## src/common/synth_prog_regs.svh

```systemverilog
// Addresses, field positions, reset values and timing counts of the programming port
`ifndef SYNTH_PROG_REGS_SVH
`define SYNTH_PROG_REGS_SVH

// Word layout of a full serial word
`define WORD_EDGES         5'd16
`define SHORT_MAX_EDGES    5'd12
`define ADDR_MSB           15
`define ADDR_LSB           12
`define DATA_MSB           11

// Register addresses
`define ADDR_MAIN_DIV      4'h0
`define ADDR_MAIN_DVD_HI   4'h1
`define ADDR_MAIN_DVD_LO   4'h2
`define ADDR_AUX_DIV       4'h3
`define ADDR_AUX_DVD       4'h4
`define ADDR_REF_DIV       4'h5
`define ADDR_PD_CTRL       4'h6
`define ADDR_MUX_CTRL      4'h7
`define ADDR_MOD_DATA      4'h8
`define ADDR_MODE_CTRL     4'h9

// Reference divider register fields (ratio = code + 1)
`define REF_MAIN_LSB       0
`define REF_AUX_LSB        5
// Phase detector register fields
`define PD_GAIN_MAIN_LSB   0
`define PD_GAIN_AUX_LSB    5
`define PD_LOCK_SEL_BIT    10
// Multiplexed output select field and codes
`define MUX_SEL_LSB        0
`define MUX_SEL_LOW        2'h0
`define MUX_SEL_ECHO       2'h1
`define MUX_SEL_REF_MAIN   2'h2
`define MUX_SEL_REF_AUX    2'h3
// Mode register bits
`define MODE_MAIN_FRAC_BIT 0
`define MODE_MAIN_18B_BIT  1
`define MODE_AUX_FRAC_BIT  2
`define MODE_MOD_ALT_BIT   3

// Reset values
`define RST_REF_CFG        12'h000
`define RST_PD_CFG         12'h000
`define RST_MUX_CFG        12'h000
`define RST_MODE_CFG       12'h000

// Ratio arithmetic: offset of the divider field and fraction scale
`define NREG_OFFSET        32'h0000_0020
`define FRAC_BITS          18
`define TEN_BIT_PAD        8'h00

// Timing of the out-of-lock pulse train
`define CLK_PERIOD_NS      50
`define LOCK_PULSE_NS      400
`define LOCK_PULSE_CYC     ((`LOCK_PULSE_NS + `CLK_PERIOD_NS - 1) / `CLK_PERIOD_NS)

`endif

```

## src/common/synth_prog_pkg.sv

```systemverilog
// Types shared by the programming port and its reference dividers
package synth_prog_pkg;

   // Applied divide ratio of one synthesizer
   typedef struct packed {
      logic [8:0]  nreg;      // Integer divider field
      logic [17:0] dividend;  // Signed dividend, scaled to 2^18 denominator
      logic [31:0] ratio_q;   // Total divide ratio, 18 fraction bits
   } synth_ratio_t;

   // Modulation sample handed to the modulation unit
   typedef struct packed {
      logic [11:0] word;      // Right-aligned sample bits
      logic [3:0]  len;       // Number of valid bits
   } mod_sample_t;

   // State of one reference divider
   typedef struct packed {
      logic [4:0] cnt;
      logic       tick;
   } ref_div_state_t;

   // State of the programming port
   typedef struct packed {
      logic         sclk;          // Sampled serial clock
      logic         sclk_d;        // Previous sampled serial clock
      logic         cs_n;          // Sampled chip select
      logic         cs_d;          // Previous sampled chip select
      logic         sdata;         // Sampled serial data
      logic         salt;          // Sampled alternate modulation pin
      logic         vco;           // Sampled divided VCO clock
      logic         vco_d;         // Previous sampled divided VCO clock
      logic [15:0]  shift;         // Serial shift register
      logic [11:0]  alt_shift;     // Alternate pin shift register
      logic [4:0]   edges;         // Rising edges seen, saturating
      logic [8:0]   main_div_stg;  // Staged main divider
      logic [7:0]   main_lo_stg;   // Staged low dividend bits
      logic [8:0]   aux_div_stg;   // Staged auxiliary divider
      logic [11:0]  ref_cfg;
      logic [11:0]  pd_cfg;
      logic [11:0]  mux_cfg;
      logic [11:0]  mode_cfg;
      synth_ratio_t main_ratio;
      synth_ratio_t aux_ratio;
      logic         main_upd;
      logic         aux_upd;
      mod_sample_t  mod_stage;
      logic         mod_pend;
      mod_sample_t  mod_out;
      logic         mod_strobe;
      logic         dropped;
      logic         echo_bit;
      logic         mux_q;
      logic         ls_level;
      logic         ls_oe_n;
      logic [3:0]   pulse_cnt;
      logic         pulse_low;
   } prog_state_t;

endpackage

```

## src/design/ref_div_gen.sv

```systemverilog
// Programmable divider of the oscillator clock for one phase detector reference
`timescale 1ns/1ps
`default_nettype none
`include "synth_prog_regs.svh"

module ref_div_gen
   import synth_prog_pkg::*;
(
   // Clock and reset
   input  wire logic       sys_clk_in,
   input  wire logic       srst_in,
   // Ratio code, divide by code + 1
   input  wire logic [4:0] ratio_code_in,
   // One-cycle reference tick
   output logic            tick_out
);

   ref_div_state_t st_ff;   // Registered state
   ref_div_state_t nxt_st;  // Next state

   // Count up to the code, then emit one tick and restart
   always_comb begin
      nxt_st = st_ff;
      if (st_ff.cnt >= ratio_code_in) begin
         nxt_st.cnt  = 5'h00;
         nxt_st.tick = 1'b1;
      end else begin
         nxt_st.cnt  = st_ff.cnt + 5'h01;
         nxt_st.tick = 1'b0;
      end
   end

   // State register
   always_ff @(posedge sys_clk_in) begin
      if (srst_in) begin
         st_ff <= '0;
      end else begin
         st_ff <= nxt_st;
      end
   end

   assign tick_out = st_ff.tick;
endmodule
`default_nettype wire

```

## src/design/synth_prog_port.sv

```systemverilog
// Serial programming port and divide-ratio loading of a dual fractional-N synthesizer
`timescale 1ns/1ps
`default_nettype none
`include "synth_prog_regs.svh"

// What this block does
// - Reference dividers per synthesizer, ratio 1..32
// - Five-bit gain step per phase detector
// - Steering mode drives lock/steer output
// - Lock mode: pulse low unlocked, release locked
// - Shift data in on serial clock rise
// - Echo one bit per falling serial edge
// - Long frames keep only final sixteen bits
// - Under thirteen edges: modulation sample only
// - Divider field is nine-bit unsigned
// - Denominator 2^18 or 2^10 by mode
// - Dividend signed, 18 or 10 bits
// - Main ratio times four, auxiliary not
// - Integer mode: field is ratio minus 32
// - 18-bit: high ten bits, low eight
// - 18-bit: apply on dividend high write
// - 10-bit: high register holds all bits
// - Auxiliary applies on its dividend write
// - Integer mode applies on divider write
// - Serial bits resampled on oscillator clock
// - Sample leaves on divided VCO fall
// - Mode bit picks data or alternate pin for short frames
module synth_prog_port
   import synth_prog_pkg::*;
(
   // Clock and reset
   input  wire logic   sys_clk_in,
   input  wire logic   srst_in,
   // Serial programming pins
   input  wire logic   ser_clk_in,
   input  wire logic   ser_data_in,
   input  wire logic   ser_cs_n_in,
   input  wire logic   mod_alt_in,
   // Loop status from the analog side
   input  wire logic   divided_main_vco_clock_in,
   input  wire logic   lock_ok_in,
   input  wire logic   steer_up_in,
   input  wire logic   steer_dn_in,
   // Multiplexed output and lock/steer pin
   output logic        mux_out,
   output logic        lock_steer_out,
   output logic        lock_steer_oe_n_out,
   // Applied ratios
   output synth_ratio_t main_ratio_out,
   output synth_ratio_t aux_ratio_out,
   output logic        main_update_out,
   output logic        aux_update_out,
   // Reference ticks and gains
   output logic        main_ref_tick_out,
   output logic        aux_ref_tick_out,
   output logic [4:0]  main_phase_detector_gain_out,
   output logic [4:0]  aux_phase_detector_gain_out,
   // Modulation sample and frame drop flag
   output mod_sample_t mod_sample_out,
   output logic        mod_strobe_out,
   output logic        frame_dropped_out
);

   prog_state_t st_ff;    // Registered state
   prog_state_t nxt_st;   // Next state
   logic [1:0]  ref_tick; // Ticks of both reference dividers
   logic [4:0]  ref_code [2];
   logic        sclk_rise;
   logic        sclk_fall;
   logic        cs_rise;
   logic        cs_fall;
   logic        vco_fall;
   logic [3:0]  word_addr;
   logic [11:0] word_data;

   // Edge events are taken from the resampled copies only
   assign sclk_rise = st_ff.sclk & ~st_ff.sclk_d;
   assign sclk_fall = ~st_ff.sclk & st_ff.sclk_d;
   assign cs_rise   = st_ff.cs_n & ~st_ff.cs_d;
   assign cs_fall   = ~st_ff.cs_n & st_ff.cs_d;
   assign vco_fall  = ~st_ff.vco & st_ff.vco_d;
   assign word_addr = st_ff.shift[`ADDR_MSB:`ADDR_LSB];
   assign word_data = st_ff.shift[`DATA_MSB:0];

   // Total ratio with 18 fraction bits, optionally times four
   function automatic logic [31:0] calc_ratio(input logic [8:0]  nreg,
                                              input logic [17:0] dvd,
                                              input logic        quad);
      logic [31:0] whole;
      logic [31:0] sum;
      whole = {23'h000000, nreg} + `NREG_OFFSET;
      sum = (whole << `FRAC_BITS) + {{14{dvd[17]}}, dvd};
      calc_ratio = quad ? (sum << 2) : sum;
   endfunction

   // Reference dividers, one per synthesizer
   assign ref_code[0] = st_ff.ref_cfg[`REF_MAIN_LSB +: 5];
   assign ref_code[1] = st_ff.ref_cfg[`REF_AUX_LSB +: 5];
   for (genvar ch = 0; ch < 2; ch++) begin : g_ref
      ref_div_gen u_ref_div (
         .sys_clk_in    (sys_clk_in),
         .srst_in       (srst_in),
         .ratio_code_in (ref_code[ch]),
         .tick_out      (ref_tick[ch])
      );
   end

   // Next-state logic of the whole port
   always_comb begin
      nxt_st = st_ff;
      nxt_st.sclk   = ser_clk_in;
      nxt_st.sclk_d = st_ff.sclk;
      nxt_st.cs_n   = ser_cs_n_in;
      nxt_st.cs_d   = st_ff.cs_n;
      nxt_st.sdata  = ser_data_in;
      nxt_st.salt   = mod_alt_in;
      nxt_st.vco    = divided_main_vco_clock_in;
      nxt_st.vco_d  = st_ff.vco;
      // Pulses last one cycle
      nxt_st.main_upd   = 1'b0;
      nxt_st.aux_upd    = 1'b0;
      nxt_st.mod_strobe = 1'b0;
      nxt_st.dropped    = 1'b0;

      // A new frame restarts the edge count
      if (cs_fall) begin
         nxt_st.edges = 5'h00;
      end
      if (sclk_rise && !st_ff.cs_n) begin
         nxt_st.shift     = {st_ff.shift[14:0], st_ff.sdata};
         nxt_st.alt_shift = {st_ff.alt_shift[10:0], st_ff.salt};
         // Saturate so a long frame still reads as a full word
         if (nxt_st.edges < `WORD_EDGES) begin
            nxt_st.edges = nxt_st.edges + 5'h01;
         end
      end
      if (sclk_fall && !st_ff.cs_n) begin
         nxt_st.echo_bit = st_ff.shift[0];
      end

      if (vco_fall && st_ff.mod_pend) begin
         nxt_st.mod_out    = st_ff.mod_stage;
         nxt_st.mod_strobe = 1'b1;
         nxt_st.mod_pend   = 1'b0;
      end

      // Decode the frame once select has risen
      if (cs_rise) begin
         if (st_ff.edges >= `WORD_EDGES) begin
            unique case (word_addr)
               `ADDR_MAIN_DIV: begin
                  nxt_st.main_div_stg = word_data[8:0];
                  if (!st_ff.mode_cfg[`MODE_MAIN_FRAC_BIT]) begin
                     nxt_st.main_ratio.nreg     = word_data[8:0];
                     nxt_st.main_ratio.dividend = 18'h00000;
                     nxt_st.main_ratio.ratio_q  = calc_ratio(word_data[8:0], 18'h00000, 1'b1);
                     nxt_st.main_upd            = 1'b1;
                  end
               end
               `ADDR_MAIN_DVD_LO: begin
                  nxt_st.main_lo_stg = word_data[7:0];
               end
               `ADDR_MAIN_DVD_HI: begin
                  if (st_ff.mode_cfg[`MODE_MAIN_FRAC_BIT]) begin
                     nxt_st.main_ratio.nreg = st_ff.main_div_stg;
                     if (st_ff.mode_cfg[`MODE_MAIN_18B_BIT]) begin
                        nxt_st.main_ratio.dividend = {word_data[9:0], st_ff.main_lo_stg};
                     end else begin
                        nxt_st.main_ratio.dividend = {word_data[9:0], `TEN_BIT_PAD};
                     end
                     nxt_st.main_ratio.ratio_q = calc_ratio(st_ff.main_div_stg,
                                                            nxt_st.main_ratio.dividend, 1'b1);
                     nxt_st.main_upd = 1'b1;
                  end
               end
               `ADDR_AUX_DIV: begin
                  nxt_st.aux_div_stg = word_data[8:0];
                  if (!st_ff.mode_cfg[`MODE_AUX_FRAC_BIT]) begin
                     nxt_st.aux_ratio.nreg     = word_data[8:0];
                     nxt_st.aux_ratio.dividend = 18'h00000;
                     nxt_st.aux_ratio.ratio_q  = calc_ratio(word_data[8:0], 18'h00000, 1'b0);
                     nxt_st.aux_upd            = 1'b1;
                  end
               end
               `ADDR_AUX_DVD: begin
                  if (st_ff.mode_cfg[`MODE_AUX_FRAC_BIT]) begin
                     nxt_st.aux_ratio.nreg     = st_ff.aux_div_stg;
                     nxt_st.aux_ratio.dividend = {word_data[9:0], `TEN_BIT_PAD};
                     nxt_st.aux_ratio.ratio_q  = calc_ratio(st_ff.aux_div_stg,
                                                            {word_data[9:0], `TEN_BIT_PAD}, 1'b0);
                     nxt_st.aux_upd = 1'b1;
                  end
               end
               `ADDR_REF_DIV:   nxt_st.ref_cfg  = word_data;
               `ADDR_PD_CTRL:   nxt_st.pd_cfg   = word_data;
               `ADDR_MUX_CTRL:  nxt_st.mux_cfg  = word_data;
               `ADDR_MODE_CTRL: nxt_st.mode_cfg = word_data;
               `ADDR_MOD_DATA: begin
                  // A full-length sample always comes from the data pin
                  nxt_st.mod_stage.word = word_data;
                  nxt_st.mod_stage.len  = 4'hC;
                  nxt_st.mod_pend       = 1'b1;
               end
               default: begin
                  // Unused addresses are dropped without effect
                  nxt_st.dropped = 1'b1;
               end
            endcase
         end else if (st_ff.edges != 5'h00 && st_ff.edges <= `SHORT_MAX_EDGES) begin
            if (st_ff.mode_cfg[`MODE_MOD_ALT_BIT]) begin
               nxt_st.mod_stage.word = st_ff.alt_shift;
            end else begin
               nxt_st.mod_stage.word = st_ff.shift[11:0];
            end
            // Clear bits left over from earlier frames above the sample length
            nxt_st.mod_stage.word = nxt_st.mod_stage.word & ~(12'hFFF << st_ff.edges[3:0]);
            nxt_st.mod_stage.len = st_ff.edges[3:0];
            nxt_st.mod_pend      = 1'b1;
         end else if (st_ff.edges != 5'h00) begin
            nxt_st.dropped = 1'b1;
         end
      end

      // Multiplexed output source, registered so the pin never glitches
      unique case (st_ff.mux_cfg[`MUX_SEL_LSB +: 2])
         `MUX_SEL_LOW:      nxt_st.mux_q = 1'b0;
         `MUX_SEL_ECHO:     nxt_st.mux_q = st_ff.echo_bit;
         `MUX_SEL_REF_MAIN: nxt_st.mux_q = ref_tick[0];
         `MUX_SEL_REF_AUX:  nxt_st.mux_q = ref_tick[1];
      endcase

      // Out-of-lock pulse train, half period fixed by the pulse count
      if (st_ff.pulse_cnt >= 4'(`LOCK_PULSE_CYC - 1)) begin
         nxt_st.pulse_cnt = 4'h0;
         nxt_st.pulse_low = ~st_ff.pulse_low;
      end else begin
         nxt_st.pulse_cnt = st_ff.pulse_cnt + 4'h1;
      end

      if (st_ff.pd_cfg[`PD_LOCK_SEL_BIT]) begin
         nxt_st.ls_level = 1'b0;
         nxt_st.ls_oe_n  = lock_ok_in | ~st_ff.pulse_low;
      end else begin
         nxt_st.ls_level = steer_up_in;
         nxt_st.ls_oe_n  = ~(steer_up_in | steer_dn_in);
      end
   end

   // State register
   always_ff @(posedge sys_clk_in) begin
      if (srst_in) begin
         st_ff          <= '0;
         st_ff.cs_n     <= 1'b1;
         st_ff.cs_d     <= 1'b1;
         st_ff.ls_oe_n  <= 1'b1;
         st_ff.ref_cfg  <= `RST_REF_CFG;
         st_ff.pd_cfg   <= `RST_PD_CFG;
         st_ff.mux_cfg  <= `RST_MUX_CFG;
         st_ff.mode_cfg <= `RST_MODE_CFG;
      end else begin
         st_ff <= nxt_st;
      end
   end

   // Outputs straight from the state register
   assign mux_out                      = st_ff.mux_q;
   assign lock_steer_out               = st_ff.ls_level;
   assign lock_steer_oe_n_out          = st_ff.ls_oe_n;
   assign main_ratio_out               = st_ff.main_ratio;
   assign aux_ratio_out                = st_ff.aux_ratio;
   assign main_update_out              = st_ff.main_upd;
   assign aux_update_out               = st_ff.aux_upd;
   assign main_ref_tick_out            = ref_tick[0];
   assign aux_ref_tick_out             = ref_tick[1];
   assign main_phase_detector_gain_out = st_ff.pd_cfg[`PD_GAIN_MAIN_LSB +: 5];
   assign aux_phase_detector_gain_out  = st_ff.pd_cfg[`PD_GAIN_AUX_LSB +: 5];
   assign mod_sample_out               = st_ff.mod_out;
   assign mod_strobe_out               = st_ff.mod_strobe;
   assign frame_dropped_out            = st_ff.dropped;
endmodule
`default_nettype wire

```

## config.mk

```make
export PLATFORM = sky130hd
export DESIGN_NAME = synth_prog_port
export DESIGN_NICKNAME = d
export VERILOG_FILES = /design/src/common/synth_prog_pkg.sv /design/src/design/ref_div_gen.sv /design/src/design/synth_prog_port.sv
export VERILOG_INCLUDE_DIRS = /design/src /design/src/common
export SDC_FILE = /design/constraint.sdc
export NUM_CORES = 1
export LEC_CHECK = 0
export ABC_AREA = 1
export ABC_CLOCK_PERIOD_IN_PS = 4059
export BUFFER_PORTS_ARGS = -buffer_cell sky130_fd_sc_hd__buf_2
export CORE_MARGIN = 2
export CORE_UTILIZATION = 29
export DETAILED_ROUTE_END_ITERATION = 10
export SLEW_MARGIN = 15
export SYNTH_ARGS = -nofsm -noshare
export SYNTH_HDL_FRONTEND = slang
export SYNTH_HIERARCHICAL = 1
export SYNTH_SLANG_ARGS = --single-unit
export TNS_END_PERCENT = 50
```

## constraint.sdc

```tcl
create_clock -name sys_clk_in -period 4.06 [get_ports sys_clk_in]
set_input_delay 0.812 -clock sys_clk_in [delete_from_list [all_inputs] [get_ports sys_clk_in]]
set_output_delay 0.812 -clock sys_clk_in [all_outputs]
set_load 0.005 [all_outputs]
```

Word-level counts from Yosys, hierarchy flattened
Index checks and enable logic that the tools add are counted.
{ "totals": {"reg_bits": 270, "inputBits": 10} }
{ "classes": {"reduce_logical": 28, "n_lt_le_gt_ge": 6, "mux": 37, "eq_ne": 17, "n_addsub": 9, "n_bitwise": 18, "shifts": 1} }
{ "ops": {"columns": ["cell", "count"], "rows": [
  ["2-to-1 mux 59 bit", 4],
  ["case mux 59 bit (2 select lines)", 2],
  ["2-to-1 mux 18 bit", 5],
  ["adder 29 x 18 -> 30 bit", 2],
  ["2-to-1 mux 17 bit", 3],
  ["2-to-1 mux 12 bit", 4],
  ["adder 9 x 6 -> 10 bit (second input constant)", 3],
  ["AND reduction 3 bit", 8],
  ["equality test 4 x 3 -> 1 bit (second input constant)", 4],
  ["adder 5 x 1 -> 5 bit (second input constant)", 3],
  ["2-to-1 mux 5 bit", 3],
  ["AND 12 bit", 1],
  ["2-to-1 mux 1 bit", 12],
  ["inverter 12 bit", 1],
  ["left shift 12 x 4 -> 12 bit (first input constant)", 1],
  [">= comparator 5 bit", 2],
  ["AND reduction 5 bit", 2],
  ["OR reduction 10 bit", 1],
  ["OR reduction 2 bit", 5],
  ["inverter 1 bit", 9],
  ["equality test 4 x 2 -> 1 bit (second input constant)", 2],
  ["equality test 4 bit (second input constant)", 2],
  ["2-to-1 mux 8 bit", 1],
  ["inequality test 2 bit (second input constant)", 4],
  ["other kinds (20)", 32]
]} }

Logic depth before layout (Yosys ltp)
{ "depth": {"word_depth": 9, "ltp_mapped": 13, "mapped_depth_nobuf": 13} }

Hierarchy
Netlist, hierarchy kept.
{ "modules_own_cells": {"columns": ["mod", "seq_area_each_um2", "area_per_inst_um2", "n_inst", "cells_each"], "rows": [
  ["synth_prog_port", 4204.0, 10485.1, 1, 1415],
  ["ref_div_gen", 120.1, 347.8, 2, 43]
]} }

Least setup slack after synthesis
No wires, ideal clock.
{ "synth_path": {"path_kind": "register -> register", "from": "register st_ff[264] (netlist bit)", "to": "register st_ff, in the netlist aux_ratio_out[24]", "n_path_buf": 0, "slack_ps": 1931, "t_required_ps": 3941, "arrival_time_ps": 2010, "setup_time_ps": 119, "stages_incl_launch_ff": 10, "cell_sequence": "dfxtp_1 ha_1 fa_1 nand3_1 nand3_1 nand2_1 nand2_1 or2_2 nand3_1 a21oi_1"} }
{ "synth_via": {"elab_chain_len": 3} }
{ "synth_lines": {"columns": ["element", "line_no", "text"], "rows": [
  ["from (decl)", "synth_prog_port.sv:64", "prog_state_t st_ff;"],
  ["from (signal assigned)", "synth_prog_port.sv:261", "st_ff <= nxt_st;"],
  ["adder 29 x 18 -> 30 bit", "synth_prog_port.sv:92", "sum = (whole << `FRAC_BITS) + {{14{dvd[17]}}, dvd};"],
  ["2-to-1 mux 59 bit", "synth_prog_port.sv:186", "if (st_ff.mode_cfg[`MODE_AUX_FRAC_BIT]) begin"],
  ["case mux 59 bit (2 select lines)", "synth_prog_port.sv:150", "unique case (word_addr)"]
]} }
No other way between the ends. The select of a mux whose other input is x is not followed.
A chain may end at the register's enable or synchronous reset.

Worst setup path after layout
{ "layout_path": {"from": "register st_ff[269] (netlist bit)", "to": "register st_ff, in the netlist main_ratio_out[41]"} }
{ "layout_via": {"elab_chain_len": 3, "word_cells_on_any_way": 7} }
{ "layout_lines": {"columns": ["element", "line_no"], "rows": [
  ["equality test 4 x 1 -> 1 bit or logical NOT 4 bit (tied branches)", "synth_prog_port.sv:150"],
  ["inequality test 2 bit (no source line) or nonzero test 2 bit (tied branches)", null],
  ["AND reduction 5 bit (no source line)", null]
]} }
Parallel ways exist; a longest one is shown, timed or not.

==> run metrics <==
Total Neg Setup Slack 0 ns; most common cell in the netlist nand2_1; Top cell by count, worst path nand2_2; Clk network pwr share 0.482; mux contribution to synthesized area 0; Routed Antenna Nets 0; Synth Area in XOR/XNOR 0.0133; Synth Flop Type dfxtp_1; Mapped Cells ~1500; initial core utilization 0.295; Metal-1 WL between 10000 and 15000 um; minimum clock period 2.53 ns; FF+latch count, synth 222; worst slack at placement between 1.5 and 2 ns; leakage power 0.00549 uW; Core Area about 38000 sq um; synthesized-area fraction occupied by adder cells 0.0495; crit path kind register to register; Final Non-Filler Cells 2016; CP endpoint kind register; CP max FO 39; VDD IR max around 0.22 mV; simple-gate area share of the yosys netlist 0.191; Max Clk Rate 395 MHz; CTS tree done; Yosys cell types 48; NumNets Final 1539; WL met3 1870 um; die height 200 um; via/cell ratio 4.63; Avg Synthesized Cell Area about 7.4 sq um; slowest cell on the critical path inv_4; I/O Buffers around 140; Cell Pwr Density 381 nW/um^2; leading area contributor after synthesis dfxtp_1; CP Cell Sequence inv_1 > nand2_2 > nor2_2 > buf_4 > nand2_1 > o21ai_2 > nand2_2 > inv_4 > nand2_2 > o21ai_0; fin crit share 0.623; total wire length 30200 um; Boundary Pins 163; CP bufs+invs 3; Skew-Pair Late Insertion Delay ~0.53 ns; outcome completed; All-Layer GR Usage 0.145; WL met2 13900 um; grt total ovfl 0; highest routed metal layer met4; Area Overhead vs Synth 8.19%; Hold Slack 0.441 ns; Clock Sinks 222; Synth Warn # 6; Worst path top cell family by delay simple AND/OR/NAND/NOR gates; Data required, critical path 4.51 ns; die width 200 um; sequential share of the synthesized area 0.397; Post-CTS Setup Bufs 0; Initial DRC Count 698; Worst slew margin 0.314; Max Transition Viols Final 0; clock-pin slew on the worst setup and hold paths 0.06 ns; row count between 70 and 80; Die Area 40100 sq um; Slew @ Worst Pin 1.03 ns; dpl hpwl 21700 um; main combinational cell family by area after synthesis simple AND/OR/NAND/NOR gates; Sequential Power Share 0.481; 1st-pass router iterations 5; WL per Instance 15.0 um; CTS Hold Bufs 0; max-cap violation count 0; total chip power ~4600 uW; share of layout cells above drive strength 1 0.156; final setup violation count 0; mapped cell area 11200 sq um; placed insts 1971; filler cell count 4112; EDFF count, synth 0; vias 9342; Internal 3560 uW; area share of the largest cell type after synthesis 0.397; wire length of the first global-routing pass 47400 um; H-tree levels 1; sw frac 0.228; CTS Buf Count 24; worst setup margin 1.53 ns; Comb pwr share 0.037; Commonest cells post-synth nand2_1, dfxtp_1, o21ai_0; DR DRC count 0; top cells by area, synth dfxtp_1, buf_4, nand2_1; Hold Fails Final Rpt 0; initial antenna violation count 1; vias in the first global route 8647; slowest stage delay, CP 0.38 ns; Clock Path Buffers 3; # resized after CTS 0; Synth Area in Compound Gates 0.175; switching pwr ~1100 uW; worst hold path class register to register; root buffer cell clkbuf_16; Critical Path AT slightly below 3 ns; RSZ-0062 raised after global routing no; crit start category register; clock skew 0.0184 ns; RePlAce Congestion 0.888; asr flop ratio synth 0; largest net degree at the start of global routing 89
==> registers in the layout (all words and copies together), names as in the netlist <==
signal / count
frame_dropped_out: 1
st_ff: 94
ref_code: 10
mod_sample_out: 16
g_ref.u_ref_div/st_ff: 10
lock_steer_out: 1
main_phase_detector_gain_out: 5
lock_steer_oe_n_out: 1
main_update_out: 1
g_ref.u_ref_div/tick_out: 2
main_ratio_out: 39
aux_ratio_out: 31
aux_update_out: 1
mux_out: 1
nxt_st: 3
mod_strobe_out: 1
aux_phase_detector_gain_out: 5
==> final cells by class <==
type | instances | area (sq um) | area share
sequential | 222 | 4440 | 0.367
multi-input combinational | 944 | 4860 | 0.402
tap | 511 | 639 | 0.0529
inverter | 141 | 539 | 0.0446
clock buffer | 35 | 692 | 0.0572
antenna | 1 | 2.50 | 0.000207
clock inverter | 9 | 116 | 0.00962
timing repair buffer | 153 | 801 | 0.0662
==> worst reg2reg max path, delay by kind of cell (launching register included) <==
kind | cells | cell delay, ns
DFF | 1 | 0.36
buffers and inverters | 3 | 0.87
AOI/OAI and AO/OA | 2 | 0.30
and+or+nand+nor | 5 | 0.91
==> worst paths after layout <==
check / from / to / slack [ns] / cells after the start
worst max-delay path: st_ff[269] / main_ratio_out[41] / 1.53 / 10
worst min-delay path: mod_sample_out[5] / mod_sample_out[5] / 0.44 / 2
worst max register to register: st_ff[269] / main_ratio_out[41] / 1.53 / 10
worst min register to register: mod_sample_out[5] / mod_sample_out[5] / 0.44 / 2
==> stage by stage <==
stage | area [sq um] | util
after floorplan | 11200 | -
after global placement | 11300 | 0.298
after detailed placement | 11300 | 0.298
after CTS | 12100 | 0.320
after global routing | 12100 | 0.320
final | 12100 | 0.320
==> layer usage <==
layer / vias to the layer above / track usage
met1: 4325 / 0.187
met3: 49 / 0.0296
met5: - / 0
met2: 237 / 0.245
met4: 0 / 0.0421
li1: 4731 / -
==> cell families (layout without fill, tap and decap cells) <==
logic type,count (synthesis),in the layout
adder cells (fa/ha/maj),43,43
buffers and inverters,352,338
AND/OR/NAND/NOR,495,495
flip-flops,222,222
XOR/XNOR,17,17
AO/OA/AOI/OAI,371,371
other,1,19
==> power by group through the flow <==
stage | registers, uW | clock network (uW) | logic [uW]
5_1_grt | 2220 | 2370 | 192
3_3_place_gp | 2270 | 0 | 169
3_5_place_dp | 2270 | 0 | 171
2_1_floorplan | 2260 | 0 | 132
6_report | 2220 | 2220 | 172
4_1_cts | 2220 | 2270 | 171
==> cell usage in the layout, fill, tap and decap left out, types with 18 or more instances in the layout <==
cell type	instances
a21oi_1	148
ha_1	41
o21ai_0	164
nand2_1	240
buf_2	144
inv_1	124
nor2_1	134
clkbuf_16	24
conb_1	18
o21ai_1	21
dfxtp_1	222
nand3_1	75
(Power assumes the default switching activity.)
